`src/core/lic_pkg.sv`:
```
// package: constants and carriers for the legacy compatibility checks block
package lic_pkg;

    // flag register bit positions
    localparam int FLAG_NESTED_TASK   = 14;
    localparam int FLAG_IO_PRIV_LO    = 12;
    localparam int FLAG_RSVD15        = 15;
    localparam int FLAG_ALIGN_CHECK   = 18;
    localparam int FLAG_VIRT_INTR     = 19;
    localparam int FLAG_VIRT_PEND     = 20;
    localparam int FLAG_IDENT         = 21;

    // feature presence of this core variant
    localparam logic FEAT_ALIGN_CHECK = 1'b1;
    localparam logic FEAT_VME         = 1'b1;

    // flag register reset value and software-writable bits
    localparam logic [31:0] FLAG_RESET     = 32'h0000_0002;
    localparam logic [31:0] FLAG_FIXED_ONE = 32'h0000_0002;
    localparam logic [31:0] FLAG_BASE_WR   = 32'h0020_7FD5;
    localparam logic [31:0] FLAG_ALIGN_BIT = 32'h0004_0000;
    localparam logic [31:0] FLAG_VM_BITS   = 32'h0018_0000;
    localparam logic [31:0] FLAG_RSVD15_M  = 32'h0000_8000;

    // extended control register
    localparam logic [31:0] EXTCR_RESET    = 32'h0000_0000;
    localparam logic [31:0] EXTCR_RSVD     = 32'hFFFF_F800;

    // opcode encodings
    localparam logic [7:0] OP_TWO_BYTE  = 8'h0F;
    localparam logic [7:0] OP_PUSH_SP   = 8'h54;
    localparam logic [7:0] OP_FLAGS_PSH = 8'h9C;
    localparam logic [7:0] OP_FLAGS_POP = 8'h9D;
    localparam logic [7:0] OP2_IDENT    = 8'hA2;
    localparam logic [7:0] OP2_UNDEF    = 8'h0B;
    localparam logic [7:0] OP2_TEST_RD  = 8'h24;
    localparam logic [7:0] OP2_TEST_WR  = 8'h26;
    localparam logic [7:0] OP2_CTRL_WR  = 8'h22;
    localparam logic [2:0] CR_EXT_SEL   = 3'h4;
    localparam logic [31:0] SP_STEP     = 32'h0000_0004;

    // identification results
    localparam logic [31:0] IDENT_MAX_LEAF = 32'h0000_0001;
    localparam logic [3:0]  IDENT_FAMILY   = 4'h6;
    localparam int          IDENT_FAM_LO   = 8;
    localparam int          FEAT_FPU       = 0;
    localparam int          FEAT_TSC       = 4;
    localparam int          FEAT_MSR       = 5;
    localparam int          FEAT_CX8       = 8;
    localparam int          FEAT_CMOV      = 15;
    localparam int          FEAT_SIMD      = 23;

    // register port offsets
    localparam logic [7:0] REG_STATUS = 8'h00;
    localparam logic [7:0] REG_CLEAR  = 8'h04;
    localparam logic [7:0] REG_ENABLE = 8'h08;
    localparam logic [7:0] REG_FLAGS  = 8'h0C;
    localparam logic [7:0] REG_EXTCR  = 8'h10;

    // event bits in status, clear and enable
    localparam int EV_UD   = 0;
    localparam int EV_GP   = 1;
    localparam int EV_W    = 2;

    // one instruction presented to the checks
    typedef struct packed {
        logic        valid;
        logic [7:0]  op0;
        logic [7:0]  op1;
        logic [7:0]  modrm;
        logic [31:0] operand;
    } lic_instr_t;

    // registered outcome of one instruction
    typedef struct packed {
        logic        valid;
        logic        ud;
        logic        gp;
        logic        commit;
        logic        mem_wr;
        logic [31:0] mem_data;
        logic [31:0] sp_new;
        logic        sp_wr;
        logic        ident_wr;
        logic [31:0] ident_a;
        logic [31:0] ident_d;
    } lic_result_t;

endpackage

```
`src/core/lic_flags.sv`:
```
// flag register with per-variant writable bits
`timescale 1ns/1ps
module lic_flags (
    input  wire logic        clk_i,     // core clock
    input  wire logic        srst_i,    // sync reset, active high
    input  wire logic        load_i,    // load from software
    input  wire logic [31:0] data_i,    // value to load
    output logic      [31:0] flags_o,   // current flag register
    output logic      [31:0] image_o    // image for stack pushes
);

    logic [31:0] flag_register;
    logic [31:0] wr_mask;
    logic [31:0] next_flags;

    // absent features never take a one, so they read back clear
    assign wr_mask = lic_pkg::FLAG_BASE_WR
                   | (lic_pkg::FEAT_ALIGN_CHECK ? lic_pkg::FLAG_ALIGN_BIT
                                                : 32'h0000_0000)
                   | (lic_pkg::FEAT_VME ? lic_pkg::FLAG_VM_BITS
                                        : 32'h0000_0000);

    // ident bit sits in the base mask so software can toggle it
    assign next_flags = (data_i & wr_mask)
                      | lic_pkg::FLAG_FIXED_ONE;

    always_ff @(posedge clk_i) begin
        if (srst_i) begin
            flag_register <= lic_pkg::FLAG_RESET;
        end else if (load_i) begin
            flag_register <= next_flags;
        end
    end

    assign flags_o = flag_register;
    // bit 15 forced clear, io privilege and nested task as last loaded
    assign image_o = flag_register & ~lic_pkg::FLAG_RSVD15_M;

endmodule

```
`src/core/lic_top.sv`:
```
// instruction compatibility checks: decode faults, flags, stack, ident
`timescale 1ns/1ps
module lic_top (
    input  wire logic                 clk_i,        // core clock, 25 MHz
    input  wire logic                 srst_i,       // sync reset, active high
    input  wire lic_pkg::lic_instr_t  instr_i,      // instruction presented
    input  wire logic [31:0]          sp_i,         // current stack pointer
    input  wire logic                 real_mode_i,  // real-address mode
    output lic_pkg::lic_result_t      result_o,     // outcome, one cycle later
    output logic [31:0]               flags_o,      // flag register value
    output logic [31:0]               flag_image_o, // image for int pushes
    output logic [31:0]               extcr_o,      // extended control reg
    input  wire logic [7:0]           reg_addr_i,   // register address
    input  wire logic [31:0]          reg_wdata_i,  // register write data
    input  wire logic                 reg_wr_i,     // register write strobe
    input  wire logic                 reg_rd_i,     // register read strobe
    output logic [31:0]               reg_rdata_o,  // read data, next cycle
    output logic                      irq_o         // level interrupt
);

    // reserved second bytes of the two-byte map, test moves excluded
    function automatic logic is_reserved_2b(input logic [7:0] op);
        logic r;
        r = 1'b0;
        unique case (op)
            8'h04, 8'h0A, 8'h0C, 8'h0E, 8'h25, 8'h27: r = 1'b1;
            8'h36, 8'h37, 8'h38, 8'h39, 8'h3A, 8'h3B: r = 1'b1;
            8'h3C, 8'h3D, 8'h3E, 8'h3F, 8'hFF:        r = 1'b1;
            default:                                  r = 1'b0;
        endcase
        return r;
    endfunction

    // a single bit placed at a position of a 32-bit word
    function automatic logic [31:0] bit_at(input int pos);
        return 32'h0000_0001 << pos;
    endfunction

    // decode of the presented instruction
    logic        two_byte;
    logic        dec_reserved;
    logic        dec_test_mov;
    logic        dec_undef;
    logic        dec_ud;
    logic        dec_push_sp;
    logic        dec_flags_push;
    logic        dec_flags_pop;
    logic        dec_ident;
    logic        dec_extcr_wr;
    logic        dec_gp;
    logic        no_fault;

    assign two_byte     = instr_i.op0 == lic_pkg::OP_TWO_BYTE;
    assign dec_reserved = two_byte && is_reserved_2b(instr_i.op1);
    assign dec_test_mov = two_byte
                       && (instr_i.op1 == lic_pkg::OP2_TEST_RD
                        || instr_i.op1 == lic_pkg::OP2_TEST_WR);
    assign dec_undef    = two_byte && instr_i.op1 == lic_pkg::OP2_UNDEF;
    assign dec_ud       = instr_i.valid
                       && (dec_reserved || dec_test_mov || dec_undef);
    assign dec_push_sp  = !two_byte && instr_i.op0 == lic_pkg::OP_PUSH_SP;
    assign dec_flags_push = !two_byte && instr_i.op0 == lic_pkg::OP_FLAGS_PSH;
    assign dec_flags_pop  = !two_byte && instr_i.op0 == lic_pkg::OP_FLAGS_POP;
    assign dec_ident    = two_byte && instr_i.op1 == lic_pkg::OP2_IDENT;
    assign dec_extcr_wr = two_byte && instr_i.op1 == lic_pkg::OP2_CTRL_WR
                       && instr_i.modrm[5:3] == lic_pkg::CR_EXT_SEL;

    // extended control register and its reserved-bit guard
    logic [31:0] ext_control;
    logic        rsvd_change;

    assign rsvd_change = |((instr_i.operand ^ ext_control)
                           & lic_pkg::EXTCR_RSVD);
    assign dec_gp      = instr_i.valid && dec_extcr_wr && rsvd_change;

    // a faulting instruction is held off from every state update except the sticky event status
    assign no_fault = instr_i.valid && !dec_ud && !dec_gp;

    always_ff @(posedge clk_i) begin
        if (srst_i) begin
            ext_control <= lic_pkg::EXTCR_RESET;
        end else if (no_fault && dec_extcr_wr) begin
            ext_control <= instr_i.operand;
        end
    end

    // flag register, loaded by a flags pop that did not fault
    logic [31:0] flag_value;
    logic [31:0] flag_image;
    logic        flag_load;

    assign flag_load = no_fault && dec_flags_pop;

    lic_flags u_flags (
        .clk_i   (clk_i),
        .srst_i  (srst_i),
        .load_i  (flag_load),
        .data_i  (instr_i.operand),
        .flags_o (flag_value),
        .image_o (flag_image)
    );

    // identification results for the supported leaves
    logic [31:0] feat_d;
    logic [31:0] leaf1_a;
    logic [31:0] next_ident_a;
    logic [31:0] next_ident_d;

    assign feat_d = bit_at(lic_pkg::FEAT_CMOV)
                  | bit_at(lic_pkg::FEAT_CX8)
                  | bit_at(lic_pkg::FEAT_TSC)
                  | bit_at(lic_pkg::FEAT_MSR)
                  | bit_at(lic_pkg::FEAT_SIMD)
                  | bit_at(lic_pkg::FEAT_FPU);
    assign leaf1_a = {20'h0_0000, lic_pkg::IDENT_FAMILY, 8'h00};
    assign next_ident_a = (instr_i.operand == 32'h0000_0000)
                        ? lic_pkg::IDENT_MAX_LEAF
                        : (instr_i.operand == 32'h0000_0001) ? leaf1_a
                        : 32'h0000_0000;
    assign next_ident_d = (instr_i.operand == 32'h0000_0001)
                        ? feat_d : 32'h0000_0000;

    // stack data: pre-decrement pointer, or the real-mode flag image
    logic [31:0] next_mem_data;
    logic        next_mem_wr;
    logic [31:0] next_sp;

    assign next_mem_data = dec_push_sp ? sp_i
                         : flag_image;
    assign next_mem_wr   = no_fault && (dec_push_sp || dec_flags_push);
    assign next_sp       = sp_i - lic_pkg::SP_STEP;

    // registered outcome; faults leave every write strobe low
    lic_pkg::lic_result_t res;

    always_ff @(posedge clk_i) begin
        if (srst_i) begin
            res <= '0;
        end else begin
            res.valid    <= instr_i.valid;
            res.ud       <= dec_ud;
            res.gp       <= dec_gp;
            res.commit   <= no_fault;
            res.mem_wr   <= next_mem_wr;
            res.mem_data <= next_mem_data;
            res.sp_wr    <= next_mem_wr;
            res.sp_new   <= next_sp;
            res.ident_wr <= no_fault && dec_ident;
            res.ident_a  <= next_ident_a;
            res.ident_d  <= next_ident_d;
        end
    end

    assign result_o     = res;
    assign flags_o      = flag_value;
    assign flag_image_o = real_mode_i ? flag_image : flag_value;
    assign extcr_o      = ext_control;

    // register port decode
    logic sel_clear;
    logic sel_enable;

    assign sel_clear  = reg_wr_i && reg_addr_i == lic_pkg::REG_CLEAR;
    assign sel_enable = reg_wr_i && reg_addr_i == lic_pkg::REG_ENABLE;

    // sticky events; a new event beats a clear in the same cycle
    logic [lic_pkg::EV_W-1:0] ev_status;
    logic [lic_pkg::EV_W-1:0] ev_enable;
    logic [lic_pkg::EV_W-1:0] ev_set;
    logic [lic_pkg::EV_W-1:0] ev_clr;

    assign ev_set = {dec_gp, dec_ud};
    assign ev_clr = sel_clear ? reg_wdata_i[lic_pkg::EV_W-1:0]
                              : {lic_pkg::EV_W{1'b0}};

    always_ff @(posedge clk_i) begin
        if (srst_i) begin
            ev_status <= '0;
            ev_enable <= '0;
        end else begin
            ev_status <= (ev_status & ~ev_clr) | ev_set;
            if (sel_enable) begin
                ev_enable <= reg_wdata_i[lic_pkg::EV_W-1:0];
            end
        end
    end

    assign irq_o = |(ev_status & ev_enable);

    // read mux; write-only and unmapped addresses read zero
    logic [31:0] next_rdata;

    always_comb begin
        next_rdata = 32'h0000_0000;
        unique case (reg_addr_i)
            lic_pkg::REG_STATUS: next_rdata = {30'h0, ev_status};
            lic_pkg::REG_ENABLE: next_rdata = {30'h0, ev_enable};
            lic_pkg::REG_FLAGS:  next_rdata = flag_value;
            lic_pkg::REG_EXTCR:  next_rdata = ext_control;
            default:             next_rdata = 32'h0000_0000;
        endcase
    end

    // data stands only in the cycle after the read strobe
    always_ff @(posedge clk_i) begin
        if (srst_i) begin
            reg_rdata_o <= 32'h0000_0000;
        end else begin
            reg_rdata_o <= reg_rd_i ? next_rdata : 32'h0000_0000;
        end
    end

endmodule

```
`config.mk`:
```
export PLATFORM = sky130hd
export DESIGN_NAME = lic_top
export DESIGN_NICKNAME = d
export VERILOG_FILES = /design/src/core/lic_pkg.sv /design/src/core/lic_flags.sv /design/src/core/lic_top.sv
export SDC_FILE = /design/constraint.sdc
export NUM_CORES = 1
export LEC_CHECK = 0
export CAP_MARGIN = 15
export CORE_AREA = 2 2 156 158
export CTS_BUF_LIST = sky130_fd_sc_hd__clkbuf_4
export DETAILED_ROUTE_END_ITERATION = 16
export DIE_AREA = 0 0 158 160
export DONT_BUFFER_PORTS = 1
export GPL_ROUTABILITY_DRIVEN = 0
export GPL_TIMING_DRIVEN = 0
export HOLD_SLACK_MARGIN = 0.02
export MAX_ROUTING_LAYER = met4
export PLACE_DENSITY = 0.51
export SKIP_LAST_GASP = 1
export SLEW_MARGIN = 20
export SYNTH_ARGS = -nofsm -noshare
export SYNTH_HDL_FRONTEND = slang
export SYNTH_HIERARCHICAL = 1
export SYNTH_SLANG_ARGS = --single-unit
```
`constraint.sdc`:
```
create_clock -name clk_i -period 2.29 [get_ports clk_i]
set_input_delay 0.229 -clock clk_i [delete_from_list [all_inputs] [get_ports clk_i]]
set_output_delay 0.229 -clock clk_i [all_outputs]
set_load 0.01 [all_outputs]
```
==> Yosys cells after proc, flatten, opt, wreduce, memory -nomap -nowiden <==
Cells that the tools add are included.
{ "word_totals": {"reg_bits": 197, "latchBits": 0, "ramBits": 0, "mem_bits_ro": 0, "input_bits": 134, "out_inout_bits": 264, "n_memories": 0} }
{ "classes": {"add_sub_neg": 1, "multipliers": 0, "div_mod_pow": 0, "order_cmp": 0, "eq_ne": 32, "shift": 0, "n_mux": 7, "bitwise_logic": 7, "n_reduce_logical": 35} }
{ "op_table": {"columns": ["op", "count"], "rows": [
  ["$pmux W32 S4", 1],
  ["$eq A8 B6 Y1 const B", 15],
  ["$eq A8 B4 Y1 const B", 7],
  ["$eq A32 B1 Y1 const B", 1],
  ["$eq A8 B8 Y1 const B", 4],
  ["$logic_not A32 Y1", 1],
  ["$sub A32 B3 Y32 const B", 1],
  ["$xor A32 B32 Y32", 1],
  ["$mux W24", 1],
  ["$mux W22", 1],
  ["$reduce_or A21 Y1", 1],
  ["$logic_and A1 B1 Y1", 20],
  ["$reduce_or A17 Y1", 1],
  ["$eq A8 B3 Y1 const B", 2],
  ["$mux W11", 1],
  ["$eq A8 B5 Y1 const B", 1],
  ["$eq A8 B7 Y1 const B", 1],
  ["$logic_not A8 Y1", 1],
  ["$reduce_or A2 Y1", 4],
  ["$and A2 B2 Y2", 2],
  ["$logic_or A1 B1 Y1", 4],
  ["$eq A3 B3 Y1 const B", 1],
  ["$logic_not A1 Y1", 3],
  ["$mux W1", 2],
  ["4 further kinds", 5]
]} }

==> Logic depth before layout (Yosys ltp) <==
{ "depth": {"word_depth": 11, "mapped_depth": 7, "depth_no_buf": 6} }

==> By module <==
The synthesis kept the hierarchy.
{ "by_module_without_submodules": {"columns": ["module", "instances", "cells_each", "area_per_inst_um2", "seq_area_each_um2"], "rows": [
  ["lic_top", 1, 721, 6404.9, 2822.7],
  ["lic_flags", 1, 102, 948.4, 320.3]
]} }

==> Worst setup path after synthesis <==
No wires, ideal clock.
{ "synth_timing": {"path_type": "in2reg", "from": "in sp_i[15]", "to": "reg res (netlist bit result_o[91])", "setup_ns": 0.128, "arrival_ns": 1.834, "required_ns": 2.162, "setup_slack_ns": 0.328, "cell_stages": 6, "path_cell_list": "or4_1 buf_2 or4b_4 nor4b_2 xnor2_1 nor2_1"} }
{ "synth_between": {"elab_chain_len": 1} }
{ "synth_lines": {"columns": ["item", "line_no", "source"], "rows": [
  ["start, declared", "lic_top.sv:7", "input wire logic [31:0] sp_i,"],
  ["$sub A32 B3 Y32", "lic_top.sv:131", "assign next_sp = sp_i - lic_pkg::SP_STEP;"],
  ["end, declared", "lic_top.sv:134", "lic_pkg::lic_result_t res;"]
]} }
No other way between the ends.
A chain may end at the register's enable or synchronous reset.

==> Final worst setup path <==
{ "layout_timing": {"from": "in instr_i[4] (netlist name)", "to": "reg res (netlist bit result_o[41])"} }
{ "layout_between": {"elab_chain_len": 2, "elab_cells_between_ends": 4, "classes_between": "1 x eq/ne; 1 x mux; 2 x reduce/logical"} }
{ "layout_lines": {"columns": ["item", "line_no", "source"], "rows": [
  ["start, declared", "lic_top.sv:6", "input wire lic_pkg::lic_instr_t instr_i,"],
  ["$eq A32 B1 Y1 / $logic_not A32 Y1 (equally long branches)", "lic_top.sv:118, lic_top.sv:116", null],
  ["$mux W11 / $reduce_or A2 Y1 (equally long branches)", null, null]
]} }
Parallel ways exist; a longest one is shown, timed or not.

==> results.txt <==
Compared with the post-synthesis result, the final layout area differs by 27.5%. The later-pin clock latency in the skew report is 0.59 ns. The logs give 2 for the initial antenna violation count and 3.65 nW for the reported leakage power. Entering global routing, the biggest net connects 17 pins. The run gives 0 as the final hold violation count. Most common cell after layout, fill and taps aside: dfxtp_1. The run gives 57 as the floorplan row count.

Setup repair after global routing left no endpoint under its margin. TritonCTS created 17 clock buffers. The placed cell count was 1231. For this run, the leading register cell type out of synthesis is dfxtp_1. The flow ran to the end, and the final reports show no timing, DRC or antenna violations. At the pin with the least slew margin, the transition time is 0.785 ns. During I/O placement, the number of pins put on the boundary was 398.

The top cell type's share of synthesized area is 0.427. Count of vias placed by the detailed router: 6329. The logs give 0.277 mV for the worst-case vdd ir drop and 0 for the residual DRC count. For this run, the top clock speed supported by timing is 0.437 GHz. Final sum of negative setup slack: 0 ns. The library cells used most frequently in the layout, excluding fill and tap cells, are dfxtp_1, buf_4, dlygate4sd3_1.

The cell at the root of the clock tree is clkbuf_4. Fraction of layout cells with a size suffix above 1: 0.189. After synthesis, the cell types taking the most area are dfxtp_1, buf_4, mux2_2, nor2_1, nand2_1. The cell seen most often among critical-path stages was dlygate4sd3_1. The share of the cycle needed by the critical path after routing is 0.998, and the number of levels the H-tree was split into is 4. The kind of path behind the tightest hold check is in2reg.

The post-synthesis async set-or-reset flop share works out to 0. For the clock share of power, the log shows 0.330. The pre-antenna-repair detailed-routing pass consisted of 5 iterations.

The share of the yosys chip area belonging to registers was 0.427; the final-report setup violation count was 0. For this run, the slowest stage of the critical path takes 0.70 ns. The floorplan step defined a die boundary enclosing 25300 um2. Grouping stages by cell kind, the critical path spends the most delay in buffers and inverters. For the portion of total power attributed to combinational logic, the log shows 0.114. After layout, the minimum clock period comes to 2.29 ns. The slowest stage of the critical path belongs to the cell dlygate4sd3_1. In this run the standard cell core region covers 23800 um2. The initial core utilization is 0.309. The Yosys step of the flow raised 6 warnings.

The clock transition time at the flip-flop clock pins of the worst setup and hold paths was 0.16 ns; the count of placed standard cells in the final layout, fillers left out was 1366. The wire length per cell after detailed routing was 19.8 um; the normalized max-slew margin was 0.477. By startpoint and endpoint, the worst setup path is classified as in2reg. Number of synthesized flops with an enable pin: 0. The utilization after layout was 0.394; the HPWL after detailed placement was 20300 um.

The detail route stage leaves a number of antenna-violating nets equal to 0. The largest total area in the synthesized netlist belongs to dfxtp_1. Walking the worst path, the cells encountered are dlygate4sd3_1 > nor4_1 > dlygate4sd3_1 > nand4_1 > dlygate4sd3_1 > nor3_1.

The final layout contains 1163 nets. For this design the total switching power over the nets is 1.47 mW. The vertical die dimension was 160 um; the worst clock skew was 0.0340 ns. Data on the critical path arrives at its endpoint at 2.79 ns.

In this run the deepest clock path goes through 2 buffers. Of all nets on the critical path, the largest fanout is 3. The number of distinct library cells after synthesis is 45. For the aggregate global-route resource usage, the log shows 0.214. The logs give 0.555 for the share of total power in sequential cells and 7350 um2 for the cell area after technology mapping.

The type of destination of the critical path is a flop. The via count of the first global-routing pass was 6337. Internal power: 3.62 mW. The run gives 823 as the number of cells produced by synthesis. For the worst setup path, the data required time is 2.79 ns.

The tree built by TritonCTS fans out to 157 sinks. Post-synthesis average cell area: 8.93 um2. TritonCTS built the clock tree. For this block, the routed nets add up to 27000 um of wire.

The worst setup path is launched from an input port. The number of setup buffers added after CTS was 0. The switching share of power was 0.289; the total power density per cell area was 543 nW/um2.

The run gives 0 as the total count of max-transition violations in the final report. Port buffering added 0 buffers. Counting both buffers and inverters, the worst setup path holds a total of 3. The first global-routing pass estimated 39100 um of wire. The logs give 0 for the number of max-capacitance violations reported and 316 for the number of design-rule violations left by the first detailed-router iteration. From left edge to right edge, the die measures 158 um. The count of state elements after synthesis came out at 157.

For this run the aggregate overflow at the end of global routing stands at 0. Via density per instance: 4.63.
## synth_stat cells, drive strengths merged (2+ instances only)
cell,count
a22oi,33
inv,7
nor2b,26
nand3,7
or4b,2
or3,5
nand3b,4
nand2,79
nand2b,3
nand4,22
xnor2,22
nor4,24
nor3,15
mux2,34
nor4b,3
and3,4
a21oi,53
nor2,87
xor2,23
clkbuf,34
conb,3
mux2i,16
nor4bb,3
and2,2
dfxtp,157
and4,4
or4,4
o21ai,4
o31ai,13
buf,122
## final timing paths
kind,to,slack [ns],start,cells past startpoint
worst max register to register,extcr_o[4],0.16,extcr_o[12],6
worst max-delay path,result_o[41],0.004,instr_i[4],6
worst min-delay path,result_o[131],0.05,instr_i[50],4
worst min register to register,extcr_o[11],0.56,extcr_o[11],1
## per-stage QoR
step	power [mW]	cell area, um2	hold slack (ns)	setup slack, ns
final	5.09	9380	0.0536	0.00353
after global routing	5.32	9380	0.0406	0.000501
after CTS	5.13	9330	0.0217	0.0211
after detailed placement	3.30	8070	0.313	-0.187
after global placement	3.29	8070	0.304	-0.204
after floorplan	3.24	7670	0.301	0.328
## area by class of cell
cell class                      count  area, um2
Antenna cell                        1       2.50
Buffer                            156       1030
Clock buffer                       17        128
Clock inverter                     15        135
Fill cell                        2509      14400
Inverter                            7       26.3
Multi-Input combinational cell    587       3480
Sequential cell                   157       3140
Tap cell                          324        405
Timing Repair Buffer              102       1020
## flip-flops by register name, indices dropped and copies added (netlist names)
| name | count |
|---|---|
| result_o | 73 |
| ev_status | 2 |
| reg_rdata_o | 32 |
| extcr_o | 32 |
| u_flags/flags_o | 16 |
| ev_enable | 2 |
## worst reg2reg max path, delay by kind of cell (launching register included)
| family | cells | cell delay, ns |
|---|---|---|
| AND/OR/NAND/NOR | 2 | 0.60 |
| AO/OA/AOI/OAI | 2 | 0.43 |
| flip-flops | 1 | 0.51 |
| buffers and inverters | 1 | 0.33 |
| XOR/XNOR | 1 | 0.15 |
## timing repair
action                                  CTS  global route
hold endpoints to repair                106             3
hold buffers                             99             3
endpoints found under the setup margin    0            11
resized for setup                         0             4
## power by group through the flow
stage               clock network [mW]  registers, mW  logic [mW]
finish                            1.68           2.83       0.582
detailed placement                   0           2.89       0.406
CTS                               1.74           2.83       0.553
floorplan                            0           2.88       0.354
global route                      1.85           2.84       0.629
global placement                     0           2.89       0.404
## per-layer routing
layer / vias to the layer above / global-route usage / share of wire
met5: - / - / 0
met4: 0 / 0.0925 / 0.032
met3: 47 / 0.0621 / 0.087
met2: 314 / 0.356 / 0.49
met1: 2925 / 0.238 / 0.39
li1: 3043 / - / -
## cell families (layout without fill, tap and decap cells)
kind of cell             count (synthesis)  count (layout)  synth area share
AND/OR/NAND/NOR                        297             297             0.207
buffers and inverters                  163             297             0.144
flip-flops                             157             157             0.427
AO/OA/AOI/OAI                          107             107            0.0914
multiplexers                            50              50            0.0738
XOR/XNOR                                45              45            0.0536
other                                    3              88           0.00153
adder cells (fa/ha/maj)                  1               1           0.00170
(Power assumes the default switching activity.)
